`config.mk`:
```
export PLATFORM = sky130hd
export DESIGN_NAME = isr_status_abort
export DESIGN_NICKNAME = d
export VERILOG_FILES = /design/src/inc/isr_pkg.sv /design/src/hdl/isr_status_abort.sv
export SDC_FILE = /design/constraint.sdc
export NUM_CORES = 1
export LEC_CHECK = 0
export ABC_AREA = 1
export ABC_CLOCK_PERIOD_IN_PS = 2900
export BUFFER_PORTS_ARGS = -buffer_cell sky130_fd_sc_hd__buf_2
export CAP_MARGIN = 30
export CORE_MARGIN = 2
export CORE_UTILIZATION = 40
export CTS_CLUSTER_DIAMETER = 120
export DETAILED_ROUTE_END_ITERATION = 10
export PLACE_DENSITY = 0.64
export SLEW_MARGIN = 30
export SYNTH_ARGS = -nofsm -noshare
export SYNTH_HDL_FRONTEND = slang
export SYNTH_SLANG_ARGS = --single-unit
```
`constraint.sdc`:
```
create_clock -name sys_clk -period 2.9 [get_ports sys_clk]
set_input_delay 0.145 -clock sys_clk [delete_from_list [all_inputs] [get_ports sys_clk]]
set_output_delay 0.145 -clock sys_clk [all_outputs]
set_load 0.01 [all_outputs]
```
`src/inc/isr_pkg.sv`:
```
package isr_pkg;

	localparam int ISR_AW = 32;
	localparam int ISR_DW = 16;

	localparam logic [31:0] ISR_ADDR_STATUS = 32'h5000_1370;
	localparam logic [31:0] ISR_ADDR_TX_FIFO_COUNT = 32'h5000_1374;
	localparam logic [31:0] ISR_ADDR_RX_FIFO_COUNT = 32'h5000_1378;
	localparam logic [31:0] ISR_ADDR_HOLD = 32'h5000_137C;
	localparam logic [31:0] ISR_ADDR_ABORT = 32'h5000_1380;
	localparam logic [31:0] ISR_ADDR_IRQ_STAT = 32'h5000_1384;
	localparam logic [31:0] ISR_ADDR_IRQ_MASK = 32'h5000_1388;

	// controller_status bit positions
	localparam int ISR_ST_ACTIVITY = 0;
	localparam int ISR_ST_TX_ROOM = 1;
	localparam int ISR_ST_TX_EMPTY = 2;
	localparam int ISR_ST_RX_DATA = 3;
	localparam int ISR_ST_RX_FULL = 4;
	localparam int ISR_ST_MST_BUSY = 5;
	localparam int ISR_ST_SLV_BUSY = 6;

	// transmit_abort_cause bit positions
	localparam int ISR_AB_ADDR1_NACK = 1;
	localparam int ISR_AB_DATA_NACK = 3;
	localparam int ISR_AB_TENBIT_NORST = 10;
	localparam int ISR_AB_MASTER_OFF = 11;
	localparam int ISR_AB_ARBITRATION_LOST_ABORT = 12;
	localparam int ISR_AB_SLV_FLUSH = 13;
	localparam int ISR_AB_SLV_ARB = 14;
	localparam int ISR_AB_SLV_RDCMD = 15;

	// Interrupt status / mask bit positions
	localparam int ISR_IRQ_NBITS = 3;
	localparam int ISR_IRQ_ABORT = 0;
	localparam int ISR_IRQ_RX_FULL = 1;
	localparam int ISR_IRQ_SLV_ARB = 2;

	localparam logic [15:0] ISR_HOLD_RESET = 16'h0001;
	localparam logic [15:0] ISR_ABORT_RESET = 16'h0000;
	localparam logic [ISR_IRQ_NBITS-1:0] ISR_IRQ_MASK_RESET = 3'h0;

	localparam int ISR_FIFO_DEPTH = 32;
	localparam int ISR_CNT_W = 6;

endpackage

```
`src/hdl/isr_status_abort.sv`:
```
// Notes on behaviour
// - Slave busy bit is high whenever slave state machine is not idle.
// - Master busy bit is high whenever master state machine is not idle.
// - Receive full bit set when all receive locations occupied, else clear.
// - Receive has-data bit set while receive FIFO holds at least one entry.
// - Transmit empty bit set with no entries; resets to one; never interrupts.
// - Transmit has-room bit set while a location is free; resets to one.
// - Six-bit transmit entry count, read only, resets to zero.
// - Six-bit receive entry count, read only, resets to zero.
// - Read command written while answering a remote read flags slave read abort.
// - Slave losing bus while transmitting sets slave and general arbitration causes.
// - Slave transmitter compares SDA with intended bit at each SCL rise.
// - Read request as slave with stale transmit data: flag, interrupt, flush.
// - Arbitration-lost cause set by master loss or with slave cause.
// - Master start with master mode off sets cause and is refused.
// - Ten-bit master read with restart disabled sets dedicated cause.
// - Data byte not acknowledged after acknowledged address sets cause.
// - First ten-bit address byte not acknowledged sets cause.
`timescale 1ns/1ps
`default_nettype none
module isr_status_abort
	import isr_pkg::*;
#(
	parameter int FIFO_DEPTH = ISR_FIFO_DEPTH,
	parameter int CNT_W = ISR_CNT_W
) (
	input wire logic sys_clk,
	input wire logic rst_n,
	// Register port
	input wire logic [ISR_AW-1:0] reg_addr,
	input wire logic [ISR_DW-1:0] reg_wdata,
	input wire logic reg_wr,
	input wire logic reg_rd,
	output logic [ISR_DW-1:0] reg_rdata,
	output logic irq,
	// State machine activity
	input wire logic master_fsm_idle,
	input wire logic slave_fsm_idle,
	// FIFO occupancy events
	input wire logic tx_push,
	input wire logic tx_pop,
	input wire logic rx_push,
	input wire logic rx_pop,
	output logic tx_fifo_has_room,
	output logic rx_fifo_has_room,
	output logic tx_fifo_flush,
	// Controller events
	input wire logic master_mode_enable,
	input wire logic restart_generation_enable,
	input wire logic tenbit_addr_mode,
	input wire logic master_start_req,
	output logic master_start_grant,
	input wire logic master_read_cmd,
	input wire logic master_arbitration_lost_abort,
	input wire logic master_data_nack,
	input wire logic master_addr1_nack,
	input wire logic slave_read_req,
	input wire logic slave_read_pending,
	input wire logic data_command_port_wr,
	input wire logic data_command_port_cmd,
	input wire logic slave_tx_active,
	input wire logic abort_cause_clear,
	output logic transmit_abort_interrupt,
	// Serial line
	input wire logic scl_in,
	input wire logic sda_in,
	input wire logic tx_bit,
	input wire logic tx_drive,
	output logic sda_out,
	output logic sda_oe
);

	logic [CNT_W-1:0] tx_fifo_count;
	logic [CNT_W-1:0] rx_fifo_count;
	logic [15:0] data_hold_cycles;
	logic [15:0] abort_cause;
	logic [15:0] hold_cnt;
	logic [ISR_IRQ_NBITS-1:0] irq_stat;
	logic [ISR_IRQ_NBITS-1:0] irq_mask;
	logic [ISR_IRQ_NBITS-1:0] irq_event;
	logic [15:0] abort_event;
	logic [15:0] status_word;
	logic slave_fsm_busy;
	logic master_fsm_busy;
	logic rx_fifo_full_flag;
	logic rx_fifo_has_data;
	logic tx_fifo_empty_flag;
	logic scl_s1, scl_s2, scl_prev;
	logic sda_s1, sda_s2;
	logic scl_fall, scl_rise;
	logic slave_arbitration_abort;
	logic slave_stale_flush_abort;
	logic rx_full_prev;
	logic wr_irq_stat;

	localparam logic [CNT_W-1:0] FULL_COUNT = CNT_W'(FIFO_DEPTH);

	// Status flags
	assign slave_fsm_busy = ~slave_fsm_idle;
	assign master_fsm_busy = ~master_fsm_idle;
	assign rx_fifo_full_flag = (rx_fifo_count == FULL_COUNT);
	assign rx_fifo_has_data = (rx_fifo_count != '0);
	assign tx_fifo_empty_flag = (tx_fifo_count == '0);
	assign tx_fifo_has_room = (tx_fifo_count != FULL_COUNT);
	assign rx_fifo_has_room = ~rx_fifo_full_flag;

	always_comb begin
		status_word = '0;
		status_word[ISR_ST_SLV_BUSY] = slave_fsm_busy;
		status_word[ISR_ST_MST_BUSY] = master_fsm_busy;
		status_word[ISR_ST_RX_FULL] = rx_fifo_full_flag;
		status_word[ISR_ST_RX_DATA] = rx_fifo_has_data;
		status_word[ISR_ST_TX_EMPTY] = tx_fifo_empty_flag;
		status_word[ISR_ST_TX_ROOM] = tx_fifo_has_room;
		status_word[ISR_ST_ACTIVITY] = master_fsm_busy | slave_fsm_busy;
	end

	// Stale data is discarded when a remote read arrives
	assign slave_stale_flush_abort = slave_read_req & ~tx_fifo_empty_flag;
	assign tx_fifo_flush = slave_stale_flush_abort;

	// Transmit count; a flush outranks a same-cycle push
	always_ff @(posedge sys_clk or negedge rst_n) begin
		if (!rst_n) begin
			tx_fifo_count <= '0;
		end else if (slave_stale_flush_abort) begin
			tx_fifo_count <= '0;
		end else begin
			case ({tx_push & tx_fifo_has_room, tx_pop & ~tx_fifo_empty_flag})
				2'b10: tx_fifo_count <= tx_fifo_count + 1'b1;
				2'b01: tx_fifo_count <= tx_fifo_count - 1'b1;
				default: tx_fifo_count <= tx_fifo_count;
			endcase
		end
	end

	always_ff @(posedge sys_clk or negedge rst_n) begin
		if (!rst_n) begin
			rx_fifo_count <= '0;
		end else begin
			case ({rx_push & ~rx_fifo_full_flag, rx_pop & rx_fifo_has_data})
				2'b10: rx_fifo_count <= rx_fifo_count + 1'b1;
				2'b01: rx_fifo_count <= rx_fifo_count - 1'b1;
				default: rx_fifo_count <= rx_fifo_count;
			endcase
		end
	end

	// Pin synchronisers; first stage read only by second
	always_ff @(posedge sys_clk or negedge rst_n) begin
		if (!rst_n) begin
			scl_s1 <= 1'b1;
			scl_s2 <= 1'b1;
			scl_prev <= 1'b1;
			sda_s1 <= 1'b1;
			sda_s2 <= 1'b1;
		end else begin
			scl_s1 <= scl_in;
			scl_s2 <= scl_s1;
			scl_prev <= scl_s2;
			sda_s1 <= sda_in;
			sda_s2 <= sda_s1;
		end
	end

	assign scl_fall = scl_prev & ~scl_s2;
	assign scl_rise = ~scl_prev & scl_s2;

	// SDA only changes once the hold count after SCL falls expires
	always_ff @(posedge sys_clk or negedge rst_n) begin
		if (!rst_n) begin
			hold_cnt <= '0;
		end else if (scl_fall) begin
			hold_cnt <= (data_hold_cycles == '0) ? 16'h0001 : data_hold_cycles;
		end else if (hold_cnt != '0) begin
			hold_cnt <= hold_cnt - 16'h0001;
		end
	end

	always_ff @(posedge sys_clk or negedge rst_n) begin
		if (!rst_n) begin
			sda_oe <= 1'b0;
		end else if (hold_cnt == 16'h0001) begin
			sda_oe <= tx_drive & ~tx_bit;
		end
	end

	// Open drain: only ever pulls low
	assign sda_out = 1'b0;

	// Released line must read high at SCL rise, else bus was lost
	assign slave_arbitration_abort = slave_tx_active & scl_rise & (sda_s2 != ~sda_oe);

	assign master_start_grant = master_start_req & master_mode_enable;

	always_comb begin
		abort_event = '0;
		abort_event[ISR_AB_SLV_RDCMD] = slave_read_pending & data_command_port_wr
			& data_command_port_cmd;
		abort_event[ISR_AB_SLV_ARB] = slave_arbitration_abort;
		abort_event[ISR_AB_SLV_FLUSH] = slave_stale_flush_abort;
		abort_event[ISR_AB_ARBITRATION_LOST_ABORT] = master_arbitration_lost_abort | slave_arbitration_abort;
		abort_event[ISR_AB_MASTER_OFF] = master_start_req & ~master_mode_enable;
		abort_event[ISR_AB_TENBIT_NORST] = master_read_cmd & tenbit_addr_mode
			& ~restart_generation_enable;
		abort_event[ISR_AB_DATA_NACK] = master_data_nack;
		abort_event[ISR_AB_ADDR1_NACK] = master_addr1_nack & tenbit_addr_mode;
	end

	// Set wins over a same-cycle clear
	always_ff @(posedge sys_clk or negedge rst_n) begin
		if (!rst_n) begin
			abort_cause <= ISR_ABORT_RESET;
		end else if (abort_cause_clear) begin
			abort_cause <= abort_event;
		end else begin
			abort_cause <= abort_cause | abort_event;
		end
	end

	always_ff @(posedge sys_clk or negedge rst_n) begin
		if (!rst_n) begin
			transmit_abort_interrupt <= 1'b0;
		end else begin
			transmit_abort_interrupt <= |abort_event;
		end
	end

	always_ff @(posedge sys_clk or negedge rst_n) begin
		if (!rst_n) begin
			data_hold_cycles <= ISR_HOLD_RESET;
		end else if (reg_wr && reg_addr == ISR_ADDR_HOLD) begin
			data_hold_cycles <= reg_wdata;
		end
	end

	// Transmit-empty is deliberately not an interrupt source
	always_ff @(posedge sys_clk or negedge rst_n) begin
		if (!rst_n) begin
			rx_full_prev <= 1'b0;
		end else begin
			rx_full_prev <= rx_fifo_full_flag;
		end
	end

	always_comb begin
		irq_event = '0;
		irq_event[ISR_IRQ_ABORT] = |abort_event;
		irq_event[ISR_IRQ_RX_FULL] = rx_fifo_full_flag & ~rx_full_prev;
		irq_event[ISR_IRQ_SLV_ARB] = slave_arbitration_abort;
	end

	assign wr_irq_stat = reg_wr && reg_addr == ISR_ADDR_IRQ_STAT;

	always_ff @(posedge sys_clk or negedge rst_n) begin
		if (!rst_n) begin
			irq_stat <= '0;
		end else if (wr_irq_stat) begin
			irq_stat <= (irq_stat & ~reg_wdata[ISR_IRQ_NBITS-1:0]) | irq_event;
		end else begin
			irq_stat <= irq_stat | irq_event;
		end
	end

	always_ff @(posedge sys_clk or negedge rst_n) begin
		if (!rst_n) begin
			irq_mask <= ISR_IRQ_MASK_RESET;
		end else if (reg_wr && reg_addr == ISR_ADDR_IRQ_MASK) begin
			irq_mask <= reg_wdata[ISR_IRQ_NBITS-1:0];
		end
	end

	always_ff @(posedge sys_clk or negedge rst_n) begin
		if (!rst_n) begin
			irq <= 1'b0;
		end else begin
			irq <= |(irq_stat & irq_mask);
		end
	end

	// Read data valid the cycle after the strobe only; unmapped reads zero
	always_ff @(posedge sys_clk or negedge rst_n) begin
		if (!rst_n) begin
			reg_rdata <= '0;
		end else if (!reg_rd) begin
			reg_rdata <= '0;
		end else if (reg_addr == ISR_ADDR_STATUS) begin
			reg_rdata <= status_word;
		end else if (reg_addr == ISR_ADDR_TX_FIFO_COUNT) begin
			reg_rdata <= 16'(tx_fifo_count);
		end else if (reg_addr == ISR_ADDR_RX_FIFO_COUNT) begin
			reg_rdata <= 16'(rx_fifo_count);
		end else if (reg_addr == ISR_ADDR_HOLD) begin
			reg_rdata <= data_hold_cycles;
		end else if (reg_addr == ISR_ADDR_ABORT) begin
			reg_rdata <= abort_cause;
		end else if (reg_addr == ISR_ADDR_IRQ_STAT) begin
			reg_rdata <= 16'(irq_stat);
		end else if (reg_addr == ISR_ADDR_IRQ_MASK) begin
			reg_rdata <= 16'(irq_mask);
		end else begin
			reg_rdata <= '0;
		end
	end

endmodule
`default_nettype wire

```
* Word level (Yosys, flattened, before mapping)
Index checks and enable logic that the tools add are counted.
** Word-level totals
- Output and inout bits :: 24
- Bits in registers :: 91
- Word-level logic and storage cells :: 102
** Cells by class
- Add/sub/neg operators :: 5
- Eq/ne operators :: 15
- Reductions and logical operators :: 12
- Bitwise operators :: 37
- Muxes and demuxes :: 16
** Operators by type and width (count)
- 32-bit by 31-bit equality test with 1-bit output (second input constant) :: 7
- 16-bit 2-to-1 mux :: 10
- 6-bit one-hot mux with 2 select lines :: 2
- 1-bit AND :: 18
- 16-bit by 1-bit equality test with 1-bit output (second input constant) :: 1
- 16-bit zero test :: 1
- 16-bit bitwise OR :: 1
- 16-bit nonzero test :: 1
- 16-bit by 1-bit subtractor with 16-bit output (second input constant) :: 1
- 6-bit by 1-bit adder with 6-bit output (second input constant) :: 2
- 6-bit by 1-bit subtractor with 6-bit output (second input constant) :: 2
- 1-bit NOT :: 11
- 3-bit 2-to-1 mux :: 3
- 8-bit OR reduction :: 1
- 3-bit AND :: 2
- 6-bit equality test (second input constant) :: 1
- 6-bit zero test :: 1
- 6-bit 2-to-1 mux :: 1
- 6-bit != test (second input constant) :: 1
- 3-bit bitwise OR :: 2
- 6-bit nonzero test :: 1
- 2-bit by 1-bit equality test with 1-bit output (second input constant) :: 2
- 2-bit equality test (second input constant) :: 2
- 2-bit nonzero test :: 2
- other kinds (6) :: 9

* Logic depth before layout (Yosys ltp)
- Depth after elaboration :: 9
- Gate-level depth with buffers :: 16

* Worst setup path after synthesis
No wires, ideal clock.
- Kind :: register -> register
- Start point :: register rx_fifo_count[3]
- End point :: register rx_fifo_count[5]
- Path slack :: 483 ps
- Arrival time :: 2296 ps
- Cell stages (with the launch flop) :: 14
- Cell sequence :: dfrtp_1 > nor4_1 > nand3_1 > nand2_1 > ha_1 > buf_4 > xor2_1 > nand3_1 > nand2_1 > nand2_1 > o21ai_1 > a21oi_1 > o211ai_1 > nand2_1
** Between the ends
- Word-level cells in the longest chain between the ends :: 5
- Elaborated cells on any way between the ends :: 11
- Classes of those cells :: add/sub (2); eq/ne (3); mux (1); bitwise (3); reduce/logical (2)
** RTL lines
- start: declaration :: RTL line isr_status_abort.sv:74 : logic [CNT_W-1:0] rx_fifo_count;
- start signal: assignment :: RTL line isr_status_abort.sv:142 : 2'b10: rx_fifo_count <= rx_fifo_count + 1'b1;
- start signal: assignment :: RTL line isr_status_abort.sv:143 : 2'b01: rx_fifo_count <= rx_fifo_count - 1'b1;
- start signal: assignment :: RTL line isr_status_abort.sv:144 : default: rx_fifo_count <= rx_fifo_count;
- 6-bit equality test (*) :: RTL line isr_status_abort.sv:101 : assign rx_fifo_full_flag = (rx_fifo_count == FULL_COUNT);
- 1-bit NOT (*)
- named net rx_fifo_has_room :: RTL line isr_status_abort.sv:45 : output logic rx_fifo_has_room,
- 1-bit AND (*) :: RTL line isr_status_abort.sv:141 : case ({rx_push & ~rx_fifo_full_flag, rx_pop & rx_fifo_has_data})
- 2-bit by 1-bit equality test with 1-bit output or 2-bit equality test (tied branches) :: RTL line isr_status_abort.sv:141
- 6-bit one-hot mux with 2 select lines or 2-bit nonzero test (tied branches)
Mark *: on every way through the listed nets, which the timed path passes. The rest lies on a longest branch.
A chain may end at the register's enable or synchronous reset.

* Worst setup path after layout
- Start point :: register rx_fifo_count[3]
- End point :: register rx_fifo_count[5]
** Between the ends
- Word-level cells in the longest chain between the ends :: 5
- Elaborated cells on any way between the ends :: 11
- Classes of those cells :: add/sub (2); eq/ne (3); mux (1); bitwise (3); reduce/logical (2)
** RTL lines (RTL line)
- 6-bit equality test :: isr_status_abort.sv:101
- 1-bit NOT :: isr_status_abort.sv:141
- 1-bit AND :: isr_status_abort.sv:141
- 2-bit by 1-bit equality test with 1-bit output or 2-bit equality test (tied branches) :: isr_status_abort.sv:141
- 6-bit one-hot mux with 2 select lines or 2-bit nonzero test (tied branches)
Parallel ways exist; a longest one is shown, timed or not.

==> flow_summary.yaml <==
outcome:
  outcome: "completed"
power:
  seqPwrFrac_pct: 41.3
  pwr-share-comb_pct: 26.8
  fin_total_pwr_uw: 3620
  p_int_uw: 2380
  clock_power_share_pct: 31.9
  p_leak_uw: 0.00286
  power.density_mw_per_mm2: 660
  swShare_pct: 34.3
  ir_worst_vdd_mv: 0.326
  net-switching-power_uw: 1240
synthesis:
  synth_edf_count: 0
  syn_nets: 627
  synthFlopType: "dfrtp_1"
  synth-seq-cells: 83
  synthTopCellsByArea: "dfrtp_1, nand2_1, inv_1"
  synth_top_area_share_pct: 42.8
  async_reset_ff_share_pct: 100
  synth_top_cell_by_area: "dfrtp_1"
  seq_area_frac_synth_pct: 46.3
  synthesis.area_mm2: 0.00450
  netlist-cell-type-count: 50
  yosys_warnings: 0
  avgSynthCellArea_um2: 8.26
  synthCells: 545
timing:
  setup-violations-final: 0
  report.final.hold_viol_count: 0
  min_period_ps: 2580
  setup_tns_ps: 0
  slew_viol_final: 0
  skew_ps: 7.96
  tightest_slew_ps: 749
  fin_crit_sh_pct: 88.9
  whs_ps: 35.4
  slew_headroom_pct: 50.1
  rsz0062_at_grt: "no"
  clock.fmax_mhz: 388
  fin_ws_ps: 322
die:
  dieArea_mm2: 0.0121
  die_h_um: 110
  coreArea_mm2: 0.0109
  start_util_pct: 41.2
  num_rows: 38
  dieWidth_um: 110
  io_pins: 100
clocking:
  clock-sinks: 83
  clk_latency_ps: 340
  clk_pin_slew_ps: 60
  ctsRootBufferMaster: "clkbuf_16"
  h-tree-depth: 3
  clockBufferDepth: 2
  cts_tree: "yes"
  post_cts_buffers: 0
  cts_made_buffers: 9
global_route:
  grt.overflow.total: 0
  grt_use_total_pct: 19.4
  antenna_found_initial: 0
  grt_max_degree: 84
  grt_pass1_vias: 3826
  grt_pass1_wl_um: 18000
drt:
  ant_nets: 0
  wirelength_um: 11000
  firstDrtPassIters: 4
  drtIter0Drc: 191
  vias: 3974
  drc_errors: 0
  via_per_inst: 5.01
  avgRoutedWirePerCell_um: 13.8
worst_setup_path:
  cp_max_fo: 8
  reg2reg_from: "rx_fifo_count[3]"
  path_delay_family: "simple AND/OR/NAND/NOR gates"
  critPathArrivalTime_ps: 2800
  rrSetupSlack_ps: 320
  cp_num_buf_inv: 0
  endpoint_kind: "flop"
  critical_path_required_ps: 3120
  critPathLaunch: "rx_fifo_count[3]"
  cp_slowest_stage_delay_ps: 440
  path_class: "reg -> reg"
  path_cells: "nor4_2 -> nand3_1 -> nand2_1 -> ha_2 -> xor2_2 -> nand3_1 -> nand2_1 -> nand2_1 -> o21ai_1 -> a21oi_1 -> o211ai_1 -> nand2_1"
  crit_path_start_kind: "flop"
  crit_top_cell: "nand2_1"
  cp_slowest_cell: "dfrtp_1"
finish:
  area_delta_synth_final_pct: 21.6
  regArea_mm2: 0.00208
  n_antenna_cell: 0
  drive_above_1_share_pct: 24.6
  final-instance-count-excl-fill: 794
  multi_input_area_mm2: 0.00207
  final_common_cell: "nand2_1"
  fillCellCount: 1065
  nNetsFinal: 731
  layout_common_cells: "nand2_1, buf_2, dfrtp_1"
placement:
  place_congestion: 0.900
  dp_cells: 773
  io_buffers: 98
  dpl.hpwl_um: 8210
  dp_slack_ps: 105
worst_hold_path:
  holdCritPathClass: "in -> reg"
  worstHoldStart: "reg_wdata[13]"
flow_run:
  max_cap_violations: 0
## kinds of logic (layout without fill, tap and decap cells)
logic type | Yosys count | in the layout | share of synthesized area (%)
AOI/OAI and AO/OA | 95 | 95 | 12.3
xor gates and xnor gates | 14 | 14 | 2.72
adders and majority gates | 6 | 6 | 1.67
muxes | 13 | 13 | 3.58
DFF | 83 | 83 | 46.3
other | 1 | 1 | 0.0833
and+or+nand+nor | 243 | 243 | 25.2
buffers and inverters | 90 | 199 | 8.14
## what timing repair did
item | 4_1_cts | 5_1_grt
hold buffers | 5 | 0
endpoints found under the setup margin | 0 | 2
gates resized for setup | 0 | 3
endpoints found under the hold margin | 81 | 0
## Yosys cell counts, types with 2 or more instances
master,instances
dfstp_2,6
o21ai_1,5
nor3_2,2
xnor2_1,5
o31ai_1,3
o22ai_1,4
nand4_1,13
nor2_1,50
inv_2,3
o221ai_1,2
nor3_1,7
a211oi_1,7
nand3b_1,2
mux2_2,9
buf_4,2
clkbuf_1,6
xor2_1,9
o21ai_0,45
nor2_4,2
nand3_1,31
nand2_1,109
nor4_1,7
buf_6,2
o211ai_1,4
nand2_2,4
ha_1,6
or2_2,2
nor2_2,7
mux2_4,4
inv_1,75
dfrtp_1,77
a21oi_1,17
## cell type report
type / instances / area share [%]
clock buffer: 11 / 4.25
clock inverter: 5 / 1.12
inverter: 79 / 5.50
multi-input combinational: 372 / 37.8
sequential: 83 / 38.0
tap: 140 / 3.20
timing repair buffer: 104 / 10.1
## flip-flops by register name, summed over array words and instances, names as in the netlist, 3 cells and up
| register | flops |
|---|---|
| irq_mask | 3 |
| abort_cause | 8 |
| irq_stat | 3 |
| reg_rdata | 16 |
| hold_cnt | 16 |
| rx_fifo_count | 6 |
| data_hold_cycles | 16 |
| tx_fifo_count | 6 |
## through the flow
step | util [%] | cell area (um^2)
after floorplan | - | 4500
after global placement | 46.8 | 5110
after detailed placement | 46.8 | 5120
after CTS | 50.0 | 5460
after global routing | 50.1 | 5480
final | 50.1 | 5480
## routing by layer
layer  routed length, um  up-vias  track usage (%)
li1                    -     2007                -
met1                5100     1856             26.2
met2                5160       95             30.9
met3                 430       16             2.94
met4                 285        0             8.84
met5                   0        -                0
## power groups by stage
stage	sequential [uW]	combinational, uW	clock [uW]
3_5_place_dp	1500	954	0
4_1_cts	1480	967	1170
5_1_grt	1520	1130	1230
6_report	1490	970	1150
2_1_floorplan	1460	707	0
3_3_place_gp	1500	935	0
## worst paths after layout
kind | end | depth (start not counted)
max | rx_fifo_count[5] | 12
min | data_hold_cycles[13] | 2
max reg2reg | rx_fifo_count[5] | 12
min reg2reg | scl_s2 | 0
max in group asynchronous | reg_rdata[1] | 2
min in group asynchronous | sda_oe | 2
Note: power is estimated with default switching activity, not from simulation.
